--- src/shared/asr_defines.vh ---
// Timing figures and geometry constants for the asynchronous static memory host
`ifndef ASR_DEFINES_VH
`define ASR_DEFINES_VH

// ------------------------------------------------------------
// Geometry
// ------------------------------------------------------------
`define ASR_ADDR_W          11
`define ASR_DATA_W          8
`define ASR_WORDS           2048

// ------------------------------------------------------------
// Clock
// ------------------------------------------------------------
`define ASR_CLK_PERIOD_PS   8000
`define ASR_SYNC_STAGES     2

// ------------------------------------------------------------
// Pin timings in ns, per speed grade 0 / 1 / 2, except output hold and retention lead, which have one value for all grades
// ------------------------------------------------------------
`define ASR_READ_CYCLE_SPAN_NS_G0         45
`define ASR_READ_CYCLE_SPAN_NS_G1         55
`define ASR_READ_CYCLE_SPAN_NS_G2         70
`define ASR_ADDRESS_ACCESS_DELAY_NS_G0    45
`define ASR_ADDRESS_ACCESS_DELAY_NS_G1    55
`define ASR_ADDRESS_ACCESS_DELAY_NS_G2    70
`define ASR_DRIVE_TO_VALID_DELAY_NS_G0    20
`define ASR_DRIVE_TO_VALID_DELAY_NS_G1    25
`define ASR_DRIVE_TO_VALID_DELAY_NS_G2    50
`define ASR_OUTPUT_HOLD_AFTER_ADDRESS_NS  5
`define ASR_ADDR_VALID_TO_WRITE_END_NS_G0 40
`define ASR_ADDR_VALID_TO_WRITE_END_NS_G1 50
`define ASR_ADDR_VALID_TO_WRITE_END_NS_G2 65
`define ASR_SELECT_TO_WRITE_END_NS_G0     35
`define ASR_SELECT_TO_WRITE_END_NS_G1     40
`define ASR_SELECT_TO_WRITE_END_NS_G2     40
`define ASR_DATA_SETUP_TO_WRITE_END_NS_G0 25
`define ASR_DATA_SETUP_TO_WRITE_END_NS_G1 30
`define ASR_DATA_SETUP_TO_WRITE_END_NS_G2 30
`define ASR_STROBE_TO_FLOAT_DELAY_NS_G0   20
`define ASR_STROBE_TO_FLOAT_DELAY_NS_G1   25
`define ASR_STROBE_TO_FLOAT_DELAY_NS_G2   40
`define ASR_WRITE_RECOVERY_SPAN_NS_G0     0
`define ASR_WRITE_RECOVERY_SPAN_NS_G1     5
`define ASR_WRITE_RECOVERY_SPAN_NS_G2     5
`define ASR_DESELECT_TO_RETENTION_LEAD_NS 0

`endif

--- src/logic/asr_sync.v ---
// Two-stage synchroniser for pin inputs
`timescale 1ns/1ps
module asr_sync #(
	parameter WIDTH = 8
) (
	input  wire             clk,
	input  wire             rst_n,
	input  wire [WIDTH-1:0] din,
	output wire [WIDTH-1:0] dout
);
	reg [WIDTH-1:0] meta_q;
	reg [WIDTH-1:0] sync_q;

	// First stage is read only by the second stage
	always @(posedge clk)
	begin
		if (!rst_n)
		begin
			meta_q <= {WIDTH{1'b0}};
			sync_q <= {WIDTH{1'b0}};
		end
		else
		begin
			meta_q <= din;
			sync_q <= meta_q;
		end
	end

	assign dout = sync_q;
endmodule

--- src/logic/asr_host.v ---
// Host controller that drives a 2K x 8 asynchronous static memory through its pins
// Functional notes
// Memory holds 2048 words of 8 bits on one shared data bus.
// Select high puts memory in standby, data floats, other strobes ignored.
// Memory is fully static; host issues no clock or refresh.
// Selected with strobe high, memory drives word within access time.
// Read data valid within drive-to-valid delay after output drive falls.
// Old read data holds at least 5 ns after an address change.
// Memory writes only while select and store strobe are both low.
// Host keeps store strobe high while any address line changes.
// Host holds address stable for address-valid-to-write-end before write end.
// Host keeps select low for select-to-write-end before write end.
// Host places write data for data-setup time before write end.
// Write ends at the first of select or store strobe going high.
// Store strobe falling with output drive low floats memory outputs.
// Select falling with or after strobe keeps memory outputs floating.
// Host never drives opposing data while memory drives the bus.
// Early memory drive during a write matches polarity of written word.
// After a write with output drive low, memory resumes read data.
// Retention: deselect before entry, wait read cycle span after recovery.
`timescale 1ns/1ps
`include "asr_defines.vh"
module asr_host #(
	parameter GRADE  = 0,
	parameter ADDR_W = `ASR_ADDR_W,
	parameter DATA_W = `ASR_DATA_W
) (
	input  wire              REF_CLK,
	input  wire              RST_N,
	input  wire              REQ,
	input  wire              REQ_WRITE,
	input  wire [ADDR_W-1:0] REQ_ADDR,
	input  wire [DATA_W-1:0] REQ_WDATA,
	output reg               READY,
	output reg               DONE,
	output reg  [DATA_W-1:0] RDATA,
	input  wire              RET_REQ,
	output reg               RET_ACK,
	output reg  [ADDR_W-1:0] MEM_A,
	output reg               MEM_CS_N,
	output reg               MEM_OE_N,
	output reg               MEM_WE_N,
	output reg  [DATA_W-1:0] MEM_DQ_O,
	output reg               MEM_DQ_OE,
	input  wire [DATA_W-1:0] MEM_DQ_I
);
	// ------------------------------------------------------------
	// Timing arithmetic
	// ------------------------------------------------------------
	// Least times round up to whole cycles, never below one
	function [4:0] cyc;
		input integer ns;
		integer t;
		begin
			t = (ns * 1000 + `ASR_CLK_PERIOD_PS - 1) / `ASR_CLK_PERIOD_PS;
			if (t < 1)
				t = 1;
			cyc = t[4:0];
		end
	endfunction

	function integer pick;
		input integer g;
		input integer a;
		input integer b;
		input integer c;
		begin
			pick = (g == 0) ? a : ((g == 1) ? b : c);
		end
	endfunction

	function integer max2;
		input integer a;
		input integer b;
		begin
			max2 = (a > b) ? a : b;
		end
	endfunction

	localparam integer RC_NS  = pick(GRADE, `ASR_READ_CYCLE_SPAN_NS_G0,
		`ASR_READ_CYCLE_SPAN_NS_G1, `ASR_READ_CYCLE_SPAN_NS_G2);
	localparam integer AA_NS  = pick(GRADE, `ASR_ADDRESS_ACCESS_DELAY_NS_G0,
		`ASR_ADDRESS_ACCESS_DELAY_NS_G1, `ASR_ADDRESS_ACCESS_DELAY_NS_G2);
	localparam integer OE_NS  = pick(GRADE, `ASR_DRIVE_TO_VALID_DELAY_NS_G0,
		`ASR_DRIVE_TO_VALID_DELAY_NS_G1, `ASR_DRIVE_TO_VALID_DELAY_NS_G2);
	localparam integer AW_NS  = pick(GRADE, `ASR_ADDR_VALID_TO_WRITE_END_NS_G0,
		`ASR_ADDR_VALID_TO_WRITE_END_NS_G1, `ASR_ADDR_VALID_TO_WRITE_END_NS_G2);
	localparam integer CW_NS  = pick(GRADE, `ASR_SELECT_TO_WRITE_END_NS_G0,
		`ASR_SELECT_TO_WRITE_END_NS_G1, `ASR_SELECT_TO_WRITE_END_NS_G2);
	localparam integer DW_NS  = pick(GRADE, `ASR_DATA_SETUP_TO_WRITE_END_NS_G0,
		`ASR_DATA_SETUP_TO_WRITE_END_NS_G1, `ASR_DATA_SETUP_TO_WRITE_END_NS_G2);
	localparam integer HZ_NS  = pick(GRADE, `ASR_STROBE_TO_FLOAT_DELAY_NS_G0,
		`ASR_STROBE_TO_FLOAT_DELAY_NS_G1, `ASR_STROBE_TO_FLOAT_DELAY_NS_G2);
	localparam integer WR_NS  = pick(GRADE, `ASR_WRITE_RECOVERY_SPAN_NS_G0,
		`ASR_WRITE_RECOVERY_SPAN_NS_G1, `ASR_WRITE_RECOVERY_SPAN_NS_G2);

	// Read waits for both the address path and the drive path, plus synchroniser latency
	localparam [4:0] RD_CNT   = cyc(max2(AA_NS, OE_NS)) + 5'h02;
	// Strobe low long enough to cover address, select and data windows before its rise
	localparam [4:0] WP_CNT   = cyc(max2(max2(AW_NS, CW_NS), DW_NS));
	localparam [4:0] REC_CNT  = cyc(WR_NS);
	localparam [4:0] HZ_CNT   = cyc(HZ_NS);
	localparam [4:0] RC_CNT   = cyc(RC_NS);
	localparam [4:0] CDR_CNT  = cyc(`ASR_DESELECT_TO_RETENTION_LEAD_NS);

	// ------------------------------------------------------------
	// States
	// ------------------------------------------------------------
	localparam [2:0] ST_IDLE  = 3'h0;
	localparam [2:0] ST_RD    = 3'h1;
	localparam [2:0] ST_WSET  = 3'h2;
	localparam [2:0] ST_WPUL  = 3'h3;
	localparam [2:0] ST_WREC  = 3'h4;
	localparam [2:0] ST_TURN  = 3'h5;
	localparam [2:0] ST_RET   = 3'h6;
	localparam [2:0] ST_RREC  = 3'h7;

	reg  [2:0]        state_q;
	reg  [4:0]        cnt_q;
	wire [DATA_W-1:0] dq_sync;

	// Data pins cross into the clock domain before being sampled
	asr_sync #(
		.WIDTH (DATA_W)
	) u_dq_sync (
		.clk   (REF_CLK),
		.rst_n (RST_N),
		.din   (MEM_DQ_I),
		.dout  (dq_sync)
	);

	// ------------------------------------------------------------
	// Sequencer
	// ------------------------------------------------------------
	// All pin outputs are flops so no glitch reaches the asynchronous strobes
	always @(posedge REF_CLK)
	begin
		if (!RST_N)
		begin
			state_q   <= ST_IDLE;
			cnt_q     <= 5'h00;
			READY     <= 1'b0;
			DONE      <= 1'b0;
			RDATA     <= {DATA_W{1'b0}};
			RET_ACK   <= 1'b0;
			MEM_A     <= {ADDR_W{1'b0}};
			MEM_CS_N  <= 1'b1;
			MEM_OE_N  <= 1'b1;
			MEM_WE_N  <= 1'b1;
			MEM_DQ_O  <= {DATA_W{1'b0}};
			MEM_DQ_OE <= 1'b0;
		end
		else
		begin
			DONE <= 1'b0;
			case (state_q)
			ST_IDLE:
			begin
				// Standby between accesses; no refresh ever needed
				MEM_CS_N <= 1'b1;
				if (RET_REQ)
				begin
					READY   <= 1'b0;
					cnt_q   <= CDR_CNT;
					state_q <= ST_RET;
				end
				else if (REQ && READY)
				begin
					READY <= 1'b0;
					MEM_A <= REQ_ADDR;
					if (REQ_WRITE)
					begin
						MEM_DQ_O  <= REQ_WDATA;
						MEM_DQ_OE <= 1'b1;
						MEM_CS_N  <= 1'b0;
						state_q   <= ST_WSET;
					end
					else
					begin
						MEM_CS_N <= 1'b0;
						MEM_OE_N <= 1'b0;
						cnt_q    <= RD_CNT;
						state_q  <= ST_RD;
					end
				end
				else
				begin
					READY <= 1'b1;
				end
			end
			ST_RD:
			begin
				// Address stays put until capture, so the hold window never matters
				if (cnt_q == 5'h01)
				begin
					RDATA    <= dq_sync;
					DONE     <= 1'b1;
					MEM_CS_N <= 1'b1;
					MEM_OE_N <= 1'b1;
					cnt_q    <= HZ_CNT;
					state_q  <= ST_TURN;
				end
				else
				begin
					cnt_q <= cnt_q - 5'h01;
				end
			end
			ST_WSET:
			begin
				// Address settled a cycle before the strobe falls
				MEM_WE_N <= 1'b0;
				cnt_q    <= WP_CNT;
				state_q  <= ST_WPUL;
			end
			ST_WPUL:
			begin
				if (cnt_q == 5'h01)
				begin
					// Strobe rises first, so it marks the write end
					MEM_WE_N <= 1'b1;
					cnt_q    <= REC_CNT;
					state_q  <= ST_WREC;
				end
				else
				begin
					cnt_q <= cnt_q - 5'h01;
				end
			end
			ST_WREC:
			begin
				// Data and address held through recovery; output drive stays high
				if (cnt_q == 5'h01)
				begin
					MEM_CS_N  <= 1'b1;
					MEM_DQ_OE <= 1'b0;
					DONE      <= 1'b1;
					cnt_q     <= 5'h01;
					state_q   <= ST_TURN;
				end
				else
				begin
					cnt_q <= cnt_q - 5'h01;
				end
			end
			ST_TURN:
			begin
				// Bus turnaround: the memory must float before anyone drives again
				if (cnt_q == 5'h01)
				begin
					state_q <= ST_IDLE;
				end
				else
				begin
					cnt_q <= cnt_q - 5'h01;
				end
			end
			ST_RET:
			begin
				// Select is already high, so retention may start at once
				if (cnt_q > 5'h01)
				begin
					cnt_q <= cnt_q - 5'h01;
				end
				else
				begin
					RET_ACK <= 1'b1;
					if (!RET_REQ)
					begin
						RET_ACK <= 1'b0;
						cnt_q   <= RC_CNT;
						state_q <= ST_RREC;
					end
				end
			end
			ST_RREC:
			begin
				// One full read cycle of recovery before the next access
				if (cnt_q == 5'h01)
				begin
					state_q <= ST_IDLE;
				end
				else
				begin
					cnt_q <= cnt_q - 5'h01;
				end
			end
			default:
			begin
				state_q <= ST_IDLE;
			end
			endcase
		end
	end
endmodule

--- config.mk ---
export PLATFORM = sky130hd
export DESIGN_NAME = asr_host
export DESIGN_NICKNAME = d
export VERILOG_FILES = /design/src/logic/asr_sync.v /design/src/logic/asr_host.v
export VERILOG_INCLUDE_DIRS = /design/src /design/src/shared
export SDC_FILE = /design/constraint.sdc
export NUM_CORES = 1
export LEC_CHECK = 0
export BUFFER_PORTS_ARGS = -buffer_cell sky130_fd_sc_hd__buf_2
export CORE_AREA = 4 4 78 80
export DETAILED_ROUTE_END_ITERATION = 12
export DIE_AREA = 0 0 82 84
export GPL_TIMING_DRIVEN = 0
export MAX_ROUTING_LAYER = met4
export PLACE_DENSITY = 0.7
export SLEW_MARGIN = 20
export SYNTH_ARGS = -nofsm -noshare
export SYNTH_HDL_FRONTEND = slang
export SYNTH_HIERARCHICAL = 1
export SYNTH_SLANG_ARGS = --single-unit
--- constraint.sdc ---
create_clock -name REF_CLK -period 1.85 [get_ports REF_CLK]
set_input_delay 0.185 -clock REF_CLK [delete_from_list [all_inputs] [get_ports REF_CLK]]
set_output_delay 0.185 -clock REF_CLK [all_outputs]
set_load 0.005 [all_outputs]
==> results.py, run 1 <==
metrics = {
    "floorplan": {
        "dieArea_sq_um": 6888,
        "die_w_um": 82,
        "initial_core_util_pct": 45.83,
        "rows": 27,
        "core_area_sq_um": 5405,
        "die_y_um": 84,
        "io_pins": 66,
    },
    "synth": {
        "synth_edf_count": 0,
        "ys_ff_latch": 58,
        "async_flop_share_pct": 0,
        "synth_cell_types": 52,
        "netlist_area_sq_um": 2477,
        "syn_inst": 278,
        "synthFlopType": "dfxtp_1",
        "seq_area_frac_synth_pct": 46.87,
        "synth_area_per_cell_sq_um": 8.911,
        "syn_nets": 314,
        "yosysWarnings": 6,
    },
    "cts": {
        "cts_hold_buf": 0,
        "cts_sinks": 58,
        "cts_root_buf": "clkbuf_8",
        "h-tree-depth": 3,
        "clock_latency_ns": 0.32,
        "cts_tree": "done",
        "clockBufferDepth": 2,
        "path_clk_slew_ns": 0.06,
        "numCtsBuffers": 9,
    },
    "outcome": {
        "status": "finished, final reports clean",
    },
    "place": {
        "io_buffers": 65,
        "dp_cells": 415,
        "gp_congestion": 0.9203,
        "dp_hpwl_mm": 4.170,
    },
    "timing": {
        "worst_pin_slew_ns": 0.4786,
        "rsz0062_at_grt": "yes",
        "post-route-min-period_ns": 1.838,
        "setup_violations": 0,
        "finalMaxSlewViolations": 0,
        "fmax_ghz": 0.5440,
        "post-route-period-util_pct": 99.37,
        "max_slew_margin_pct": 68.09,
        "tns_ns": 0,
        "hold_ws_ns": 0.07013,
        "finalHoldViolations": 0,
        "finClkSkew_ns": 0.007560,
    },
    "critical_path": {
        "reg2reg_to": "cnt_q[2]",
        "required_ns": 2.07,
        "rr_startpoint": "cnt_q[1]",
        "r2r_slack_ns": 0.01,
        "crit_start": "cnt_q[1]",
        "end_kind": "flop",
        "cp-start-kind": "flop",
        "rr_worst_depth": 8,
        "path_class": "flop to flop",
        "crit_end": "cnt_q[2]",
        "critPathArrivalTime_ns": 2.05,
        "path_max_fanout": 5,
    },
    "route": {
        "viasPerCell": 5.215,
        "drtIter0Drc": 184,
        "vias": 2258,
        "drc": 0,
        "first_pass_iters": 4,
        "wl_mm": 6.036,
        "wl_per_cell_um": 13.94,
        "antenna_left": 0,
    },
    "pwr": {
        "finalPower_uw": 4275,
        "powerDensity_nw_per_um2": 1331,
        "p_leak_uw": 0.001395,
        "ir_drop_mv": 0.7173,
    },
    "grt": {
        "first_global_vias": 2150,
        "grt_max_degree": 11,
        "overflow": 0,
        "antenna_found_initial": 0,
        "grt_use_total_pct": 18.83,
        "grt_pass1_wl_mm": 9.894,
    },
    "finish": {
        "fin_cells": 433,
        "n_antenna_cell": 0,
        "drive_above_1_share_pct": 36.84,
        "syn2layout_area_growth_pct": 29.65,
        "final_net_count": 394,
    },
    "flow_run": {
        "cap_viol_max_count": 0,
    },
    "hold_path": {
        "hp-class": "input pin to flop",
    },
}
[cells in the mapped netlist (3+ instances only)]
| cell type | count | area (sq um) |
|---|---|---|
| dfxtp_1 | 58 | 1161 |
| nand2_1 | 42 | 157.7 |
| a21oi_1 | 28 | 140.1 |
| nor2_1 | 20 | 75.07 |
| nand3_1 | 15 | 75.07 |
| and2_2 | 12 | 90.09 |
| mux2i_1 | 9 | 90.09 |
| o21ai_0 | 9 | 45.04 |
| clkbuf_1 | 8 | 30.03 |
| inv_1 | 6 | 22.52 |
| a31oi_1 | 5 | 31.28 |
| buf_6 | 5 | 56.30 |
| and2_1 | 4 | 25.02 |
| ha_1 | 4 | 50.05 |
| nor2b_1 | 4 | 25.02 |
| nor4_1 | 3 | 18.77 |
[placed cells by master (no fill, tap or decap), drive strengths merged, types with 2 or more instances in the layout]
master and n:
dfxtp 58, nand4 3, o21ai 12, clkinvlp 2, clkbuf 21, o22ai 2
a221oi 2, nor4 4, inv 7, a21oi 28, ha 4, a211oi 2
a22oi 2, nor2 20, mux2i 9, nand3 15, nor3 2, nand2 44
a31oi 5, nor2b 4, buf 76, and2 16, o21a 2
[metal layers]
metal | vias up | wire length (um) | track usage (%)
met3 | 8 | 415 | 6.156
met4 | 0 | 60 | 6.193
met1 | 1052 | 2695 | 23.74
met2 | 74 | 2865 | 28.21
met5 | - | 0 | -
li1 | 1124 | - | -
[metrics by stage]
stage / setup WS [ns] / util (%) / instance area, sq um
2_1_floorplan: 0.06704 / - / 2477
3_3_place_gp: -0.1433 / 53.52 / 2893
3_5_place_dp: -0.1585 / 53.52 / 2893
4_1_cts: 0.01731 / 57.82 / 3126
5_1_grt: -0.04635 / 59.42 / 3212
6_report: 0.01168 / 59.42 / 3212
[report_power, final]
group	internal (uW)	total, uW	switching (uW)
clock network	578	1050	471
logic	776	1680	902
registers	1380	1550	165
total	2740	4280	1540
[area by class of cell]
cell class                      instances  area (sq um)
Clock inverter                          2         12.51
Sequential cell                        58          1169
Inverter                                8         36.28
Tap cell                               72         90.09
Timing Repair Buffer                   69         372.9
Multi-Input combinational cell        196          1257
Clock buffer                           12         165.2
Fill cell                             492          2193
Buffer                                 16         108.9
[worst max-delay path, cell delays in order, from the launching register on]
cell and delay [ns]:
dfxtp_4 0.36, inv_4 0.06, ha_4 0.14, or4b_4 0.49, buf_8 0.16, nand2_4 0.07, nand4_2 0.11, a311oi_1 0.24
o21ai_1 0.09
[worst min-delay path by stage]
stage | cells after the start | slack, ns | start | to
global route | 2 | 0.07 | MEM_DQ_I[6] | u_dq_sync/meta_q[6]
CTS | 2 | 0.05 | MEM_DQ_I[4] | u_dq_sync/meta_q[4]
finish | 2 | 0.07 | MEM_DQ_I[4] | u_dq_sync/meta_q[4]
floorplan | 1 | 0.31 | MEM_DQ_I[1] | u_dq_sync/meta_q[1]
global placement | 2 | 0.39 | MEM_DQ_I[4] | u_dq_sync/meta_q[4]
detailed placement | 2 | 0.40 | MEM_DQ_I[4] | u_dq_sync/meta_q[4]
[flip-flops by register name, summed over array words and instances, names as in the netlist, 3 cells and up]
signal	cells
u_dq_sync/dout	8
cnt_q	5
u_dq_sync/meta_q	8
MEM_A	11
state_q	3
MEM_DQ_O	8
RDATA	8
[timing repair]
item / CTS / global route
cloned: 0 / 1
resized for setup: 8 / 17
setup endpoints to repair: 24 / 17
pin swaps: 2 / 4
buffers inserted: 2 / 1
[cells by family after synthesis]
logic type               after synthesis  synth area share, %
AND/OR/NAND/NOR                      119                25.51
adder cells (fa/ha/maj)                4                2.020
buffers and inverters                 24                5.404
multiplexers                           9                3.637
AO/OA/AOI/OAI                         64                16.57
flip-flops                            58                46.87
(Power assumes the default switching activity.)
==> run 2: changes to the inputs <==
--- a/config.mk
+++ b/config.mk
@@ -13,6 +13,7 @@
 export GPL_TIMING_DRIVEN = 0
 export MAX_ROUTING_LAYER = met4
 export PLACE_DENSITY = 0.7
+export RECOVER_POWER = 25
 export SLEW_MARGIN = 20
 export SYNTH_ARGS = -nofsm -noshare
 export SYNTH_HDL_FRONTEND = slang
==> run 2 against run 1 <==
  * Non-clock buffer count unchanged
  * Sequential share of layout area increased by 0.16 points
  * Largest cell class unchanged
  * Fmax increased by 0.12%
  * Sequential power about the same
==> results.py, run 2 (same netlist as run 1, synthesis figures left out) <==
metrics = {
    "critical_path": {
        "rr_worst_depth": 8,
        "critPathArrivalTime_ns": 2.05,
        "path_depth": 8,
        "slowest_delay_ns": 0.49,
        "crit_family": "simple AND/OR/NAND/NOR gates",
        "path_cells": "inv_4 > ha_4 > or4b_4 > buf_8 > nand2_4 > nand4_2 > a311oi_1 > o21ai_1",
        "end_kind": "flop",
        "required_ns": 2.06,
        "path_max_fanout": 5,
        "cp-start-kind": "flop",
        "path_class": "flop to flop",
        "slowest_stage": "or4b_4",
        "critPathBufInv": 2,
    },
    "timing": {
        "worst_slack_ns": 0.01396,
        "rsz0062_at_grt": "yes",
        "post-route-period-util_pct": 99.25,
        "finalMaxSlewViolations": 0,
        "finClkSkew_ns": 0.008237,
        "worst_pin_slew_ns": 0.4767,
        "fmax_ghz": 0.5447,
        "max_slew_margin_pct": 68.22,
        "post-route-min-period_ns": 1.836,
        "finalHoldViolations": 0,
        "setup_violations": 0,
    },
    "finish": {
        "multi_input_area_sq_um": 1257,
        "layout_common_cells": "buf_2, dfxtp_1, nand2_1, a21oi_1, nor2_1",
        "n_antenna_cell": 0,
        "fillers": 496,
        "largest_reg_flops": 11,
        "final_net_count": 394,
        "syn2layout_area_growth_pct": 29.09,
        "regArea_sq_um": 1169,
        "drive_above_1_share_pct": 35.18,
        "largest-register": "MEM_A",
        "final_common_cell": "buf_2",
    },
    "pwr": {
        "powerDensity_nw_per_um2": 1336,
        "p_sw_uw": 1537,
        "p_comb_share_pct": 39.2,
        "clockPowerShare_pct": 24.5,
        "power.internal_uw": 2734,
        "power_frac_seq_pct": 36.2,
        "finalPower_uw": 4272,
        "ir_drop_mv": 0.7161,
        "switching_share_pct": 35.99,
        "p_leak_uw": 0.001371,
    },
    "floorplan": {
        "die_y_um": 84,
        "dieArea_sq_um": 6888,
        "initial_core_util_pct": 45.83,
        "io_pins": 66,
        "rows": 27,
        "core_area_sq_um": 5405,
        "die_w_um": 82,
    },
    "cts": {
        "cts_root_buf": "clkbuf_8",
        "numCtsBuffers": 9,
        "cts_hold_buf": 0,
        "clock_latency_ns": 0.32,
        "path_clk_slew_ns": 0.07,
        "cts_tree": "done",
        "h-tree-depth": 3,
        "clockBufferDepth": 2,
        "cts_sinks": 58,
    },
    "grt": {
        "grt_max_degree": 11,
        "first_global_vias": 2150,
        "overflow": 0,
        "grt_use_total_pct": 18.83,
        "grt_pass1_wl_mm": 9.894,
        "antenna_found_initial": 0,
    },
    "hold_path": {
        "hp-class": "input pin to flop",
        "hold_depth": 2,
    },
    "place": {
        "gp_congestion": 0.9203,
        "post-place-ws_ns": -0.1585,
        "io_buffers": 65,
        "dp_hpwl_mm": 4.170,
    },
    "route": {
        "first_pass_iters": 4,
        "drc": 0,
        "drtIter0Drc": 178,
        "vias": 2239,
        "viasPerCell": 5.171,
        "wl_mm": 6.032,
        "wl_per_cell_um": 13.93,
        "antenna_left": 0,
    },
    "outcome": {
        "status": "finished, final reports clean",
    },
    "flow_run": {
        "cap_viol_max_count": 0,
    },
}
## run 2: power groups by stage
stage	Combinational [uW]	Sequential (uW)	Clock (uW)
after detailed placement	1390	1520	0
after CTS	1490	1520	1070
after global routing	1840	1570	1140
after floorplan	1100	1490	0
final	1680	1550	1050
after global placement	1370	1520	0
## run 2: timing repair
action	in CTS	in global routing
cloned	0	1
gates resized for setup	8	17
setup buffers	2	1
pin swaps	2	4
endpoints found under the setup margin	24	17
## run 2: layout make-up
| type | count | area share (%) |
|---|---|---|
| Tap cell | 72 | 2.817 |
| Inverter | 8 | 1.135 |
| Clock buffer | 12 | 5.164 |
| Sequential cell | 58 | 36.54 |
| Buffer | 16 | 3.169 |
| Clock inverter | 2 | 0.3912 |
| Timing Repair Buffer | 69 | 11.46 |
| Multi-Input combinational cell | 196 | 39.32 |
## run 2: final timing paths
check,end,from,slack [ns]
worst max-delay path,cnt_q[2],cnt_q[1],0.01
worst min-delay path,u_dq_sync/meta_q[4],MEM_DQ_I[4],0.07
worst max register to register,cnt_q[2],cnt_q[1],0.01
worst min register to register,u_dq_sync/dout[7],u_dq_sync/meta_q[7],0.44
## run 2: per-stage QoR
stage | setup TNS [ns] | hold slack, ns | util [%] | instance area (sq um) | instances
after CTS | 0 | 0.05475 | 57.82 | 3126 | 431
after floorplan | 0 | 0.3123 | - | 2477 | 278
after global routing | -0.2071 | 0.06769 | 59.17 | 3198 | 433
after detailed placement | -0.3575 | 0.3967 | 53.52 | 2893 | 415
final | 0 | 0.07309 | 59.17 | 3198 | 433
after global placement | -0.2720 | 0.3913 | 53.52 | 2893 | 415
## run 2: metal layers
| layer | vias to the layer above | routed length (um) | GRT usage [%] |
|---|---|---|---|
| met5 | - | 0 | - |
| met4 | 0 | 66 | 6.193 |
| met3 | 8 | 397 | 6.156 |
| met2 | 67 | 2849 | 28.21 |
| met1 | 1038 | 2719 | 23.74 |
| li1 | 1126 | - | - |
==> run 3: changes to the inputs <==
--- a/config.mk
+++ b/config.mk
@@ -12,7 +12,7 @@
 export DIE_AREA = 0 0 82 84
 export GPL_TIMING_DRIVEN = 0
 export MAX_ROUTING_LAYER = met4
-export PLACE_DENSITY = 0.7
+export PLACE_DENSITY_LB_ADDON = 0.12
 export RECOVER_POWER = 25
 export SLEW_MARGIN = 20
 export SYNTH_ARGS = -nofsm -noshare
==> run 3 against run 2 <==
  * The run now ends with setup timing left
  * Critical path depth unchanged
  * Largest power group unchanged
  * Cell count up 1.4%
  * Flip-flop and latch count did not move
  * First-iteration DRC count is 16% lower
  * Setup slack got worse by 0.017 ns
  * Routed wire length grew 1.9%
  * Combinational power up 5%
  * Largest cell class unchanged
  * Fmax down 0.94%
  * Total power up 14%
  * Clock-buffer cell count shrank 1
==> results.py, run 3 (same netlist as run 1, synthesis figures left out) <==
metrics = {
    "floorplan": {
        "initial_core_util_pct": 45.83,
        "dieArea_sq_um": 6888,
        "die_w_um": 82,
        "rows": 27,
        "io_pins": 66,
        "core_area_sq_um": 5405,
        "die_y_um": 84,
    },
    "critical_path": {
        "path_cells": "inv_4 > ha_4 > or4b_4 > buf_8 > nand2_4 > o221a_4 > buf_4 > a211oi_2",
        "slowest_stage": "or4b_4",
        "path_max_fanout": 6,
        "rr_worst_depth": 8,
        "path_class": "flop to flop",
        "required_ns": 2.06,
        "r2r_slack_ns": -0.003,
        "end_kind": "flop",
        "rr_startpoint": "cnt_q[1]",
        "critPathBufInv": 3,
        "slowest_delay_ns": 0.49,
        "cp-start-kind": "flop",
        "crit_family": "simple AND/OR/NAND/NOR gates",
        "critPathArrivalTime_ns": 2.07,
        "reg2reg_to": "state_q[1]",
    },
    "finish": {
        "multi_input_area_sq_um": 1250,
        "regArea_sq_um": 1166,
        "final_area_sq_um": 3316,
        "n_antenna_cell": 0,
        "layout_common_cells": "buf_2, dfxtp_1, nand2_1, a21oi_1, nor2_1",
        "final_net_count": 398,
        "final_common_cell": "buf_2",
        "syn2layout_area_growth_pct": 33.84,
        "largest-register": "MEM_A",
        "drive_above_1_share_pct": 35.69,
        "fillers": 489,
        "fin_cells": 439,
        "largest_reg_flops": 11,
    },
    "route": {
        "antenna_left": 0,
        "first_pass_iters": 4,
        "viasPerCell": 5.148,
        "drc": 0,
        "wl_per_cell_um": 14.00,
        "vias": 2260,
        "wl_mm": 6.145,
        "drtIter0Drc": 150,
    },
    "cts": {
        "cts_sinks": 58,
        "cts_root_buf": "clkbuf_8",
        "path_clk_slew_ns": 0.07,
        "h-tree-depth": 3,
        "numCtsBuffers": 9,
        "cts_tree": "done",
        "clock_latency_ns": 0.34,
        "clockBufferDepth": 2,
        "cts_hold_buf": 0,
    },
    "grt": {
        "grt_use_total_pct": 19.21,
        "antenna_found_initial": 0,
        "grt_max_degree": 11,
        "overflow": 0,
        "grt_pass1_wl_mm": 10.01,
        "first_global_vias": 2150,
    },
    "place": {
        "io_buffers": 65,
        "post-place-ws_ns": -0.1389,
        "gp_congestion": 0.8503,
        "dpl_cell_area_sq_um": 2893,
        "dp_cells": 415,
        "dp_hpwl_mm": 4.175,
    },
    "pwr": {
        "switching_share_pct": 32.59,
        "ir_drop_mv": 0.6607,
        "p_sw_uw": 1591,
        "clockPowerShare_pct": 32.1,
        "p_leak_uw": 0.001444,
        "power.internal_uw": 3291,
        "p_comb_share_pct": 36.2,
        "power_frac_seq_pct": 31.7,
        "powerDensity_nw_per_um2": 1473,
    },
    "timing": {
        "fmax_ghz": 0.5395,
        "worst_slack_ns": -0.003439,
        "post-route-min-period_ns": 1.853,
        "finalMaxSlewViolations": 0,
        "max_slew_margin_pct": 65.93,
        "rsz0062_at_grt": "yes",
        "worst_pin_slew_ns": 0.5111,
        "tns_ns": -0.003439,
        "setup_violations": 1,
        "finalHoldViolations": 0,
        "finClkSkew_ns": 0.008921,
        "post-route-period-util_pct": 100.2,
    },
    "hold_path": {
        "hold_depth": 2,
        "holdPathEnd": "u_dq_sync/meta_q[1]",
        "hp-class": "input pin to flop",
        "worstHoldStart": "MEM_DQ_I[1]",
    },
    "outcome": {
        "status": "finished with violations",
        "failed_checks": "setup timing",
    },
    "flow_run": {
        "cap_viol_max_count": 0,
    },
}
run 3: routing by layer:
layer  vias to the layer above  wire length [um]  part of all wire (%)  GRT usage (%)
met5                         -                 0                     0              -
met4                         0               122                   2.0          8.006
met3                        12               451                   7.3          6.371
met2                        74              2954                    48          29.83
met1                      1039              2617                    43          22.46
li1                       1135                 -                     -              -
run 3: layout make-up:
cell class              instances  area share, %
inverters                       8          1.094
repair buffers                 73          12.23
plain buffers                  16          3.057
flip-flops and latches         58          35.17
well taps                      72          2.717
clock buffers                  11          4.264
clock inverters                 5          3.774
multi-input cells             196          37.70
run 3: worst max-delay path by stage:
stage	from	end	slack [ns]	cells after the start
after floorplan	cnt_q[1]	cnt_q[2]	0.07	8
after CTS	cnt_q[1]	cnt_q[2]	0.01	8
after detailed placement	cnt_q[1]	cnt_q[0]	-0.14	7
final	cnt_q[1]	state_q[1]	-0.003	8
after global routing	cnt_q[1]	cnt_q[3]	-0.1	8
after global placement	cnt_q[1]	cnt_q[0]	-0.17	7
run 3: what timing repair did:
item	in CTS	in global routing
pin swaps	1	9
setup endpoints to repair	22	18
gates cloned	0	1
setup buffers	0	7
gates resized for setup	8	16
hold endpoints to repair	0	0
run 3: power groups by stage:
| stage | Sequential (uW) | Combinational (uW) | Clock, uW |
|---|---|---|---|
| after floorplan | 1490 | 1100 | 0 |
| after global placement | 1520 | 1380 | 0 |
| after detailed placement | 1530 | 1390 | 0 |
| after CTS | 1520 | 1450 | 1590 |
| after global routing | 1570 | 1940 | 1660 |
| final | 1550 | 1770 | 1570 |
run 3: worst reg2reg max path, cell delays in order, from the launching register on:
cell      delay (ns)
dfxtp_4         0.37
inv_4           0.06
ha_4            0.12
or4b_4          0.49
buf_8           0.17
nand2_4         0.08
o221a_4         0.26
buf_4           0.13
a211oi_2        0.05
run 3: per-stage QoR:
stage / hold WS [ns] / util (%) / power, uW
after global routing: 0.05461 / 61.34 / 5168
after floorplan: 0.3123 / - / 2589
after detailed placement: 0.3941 / 53.52 / 2918
final: 0.05610 / 61.34 / 4882
after CTS: 0.04551 / 59.21 / 4572
after global placement: 0.3893 / 53.52 / 2898
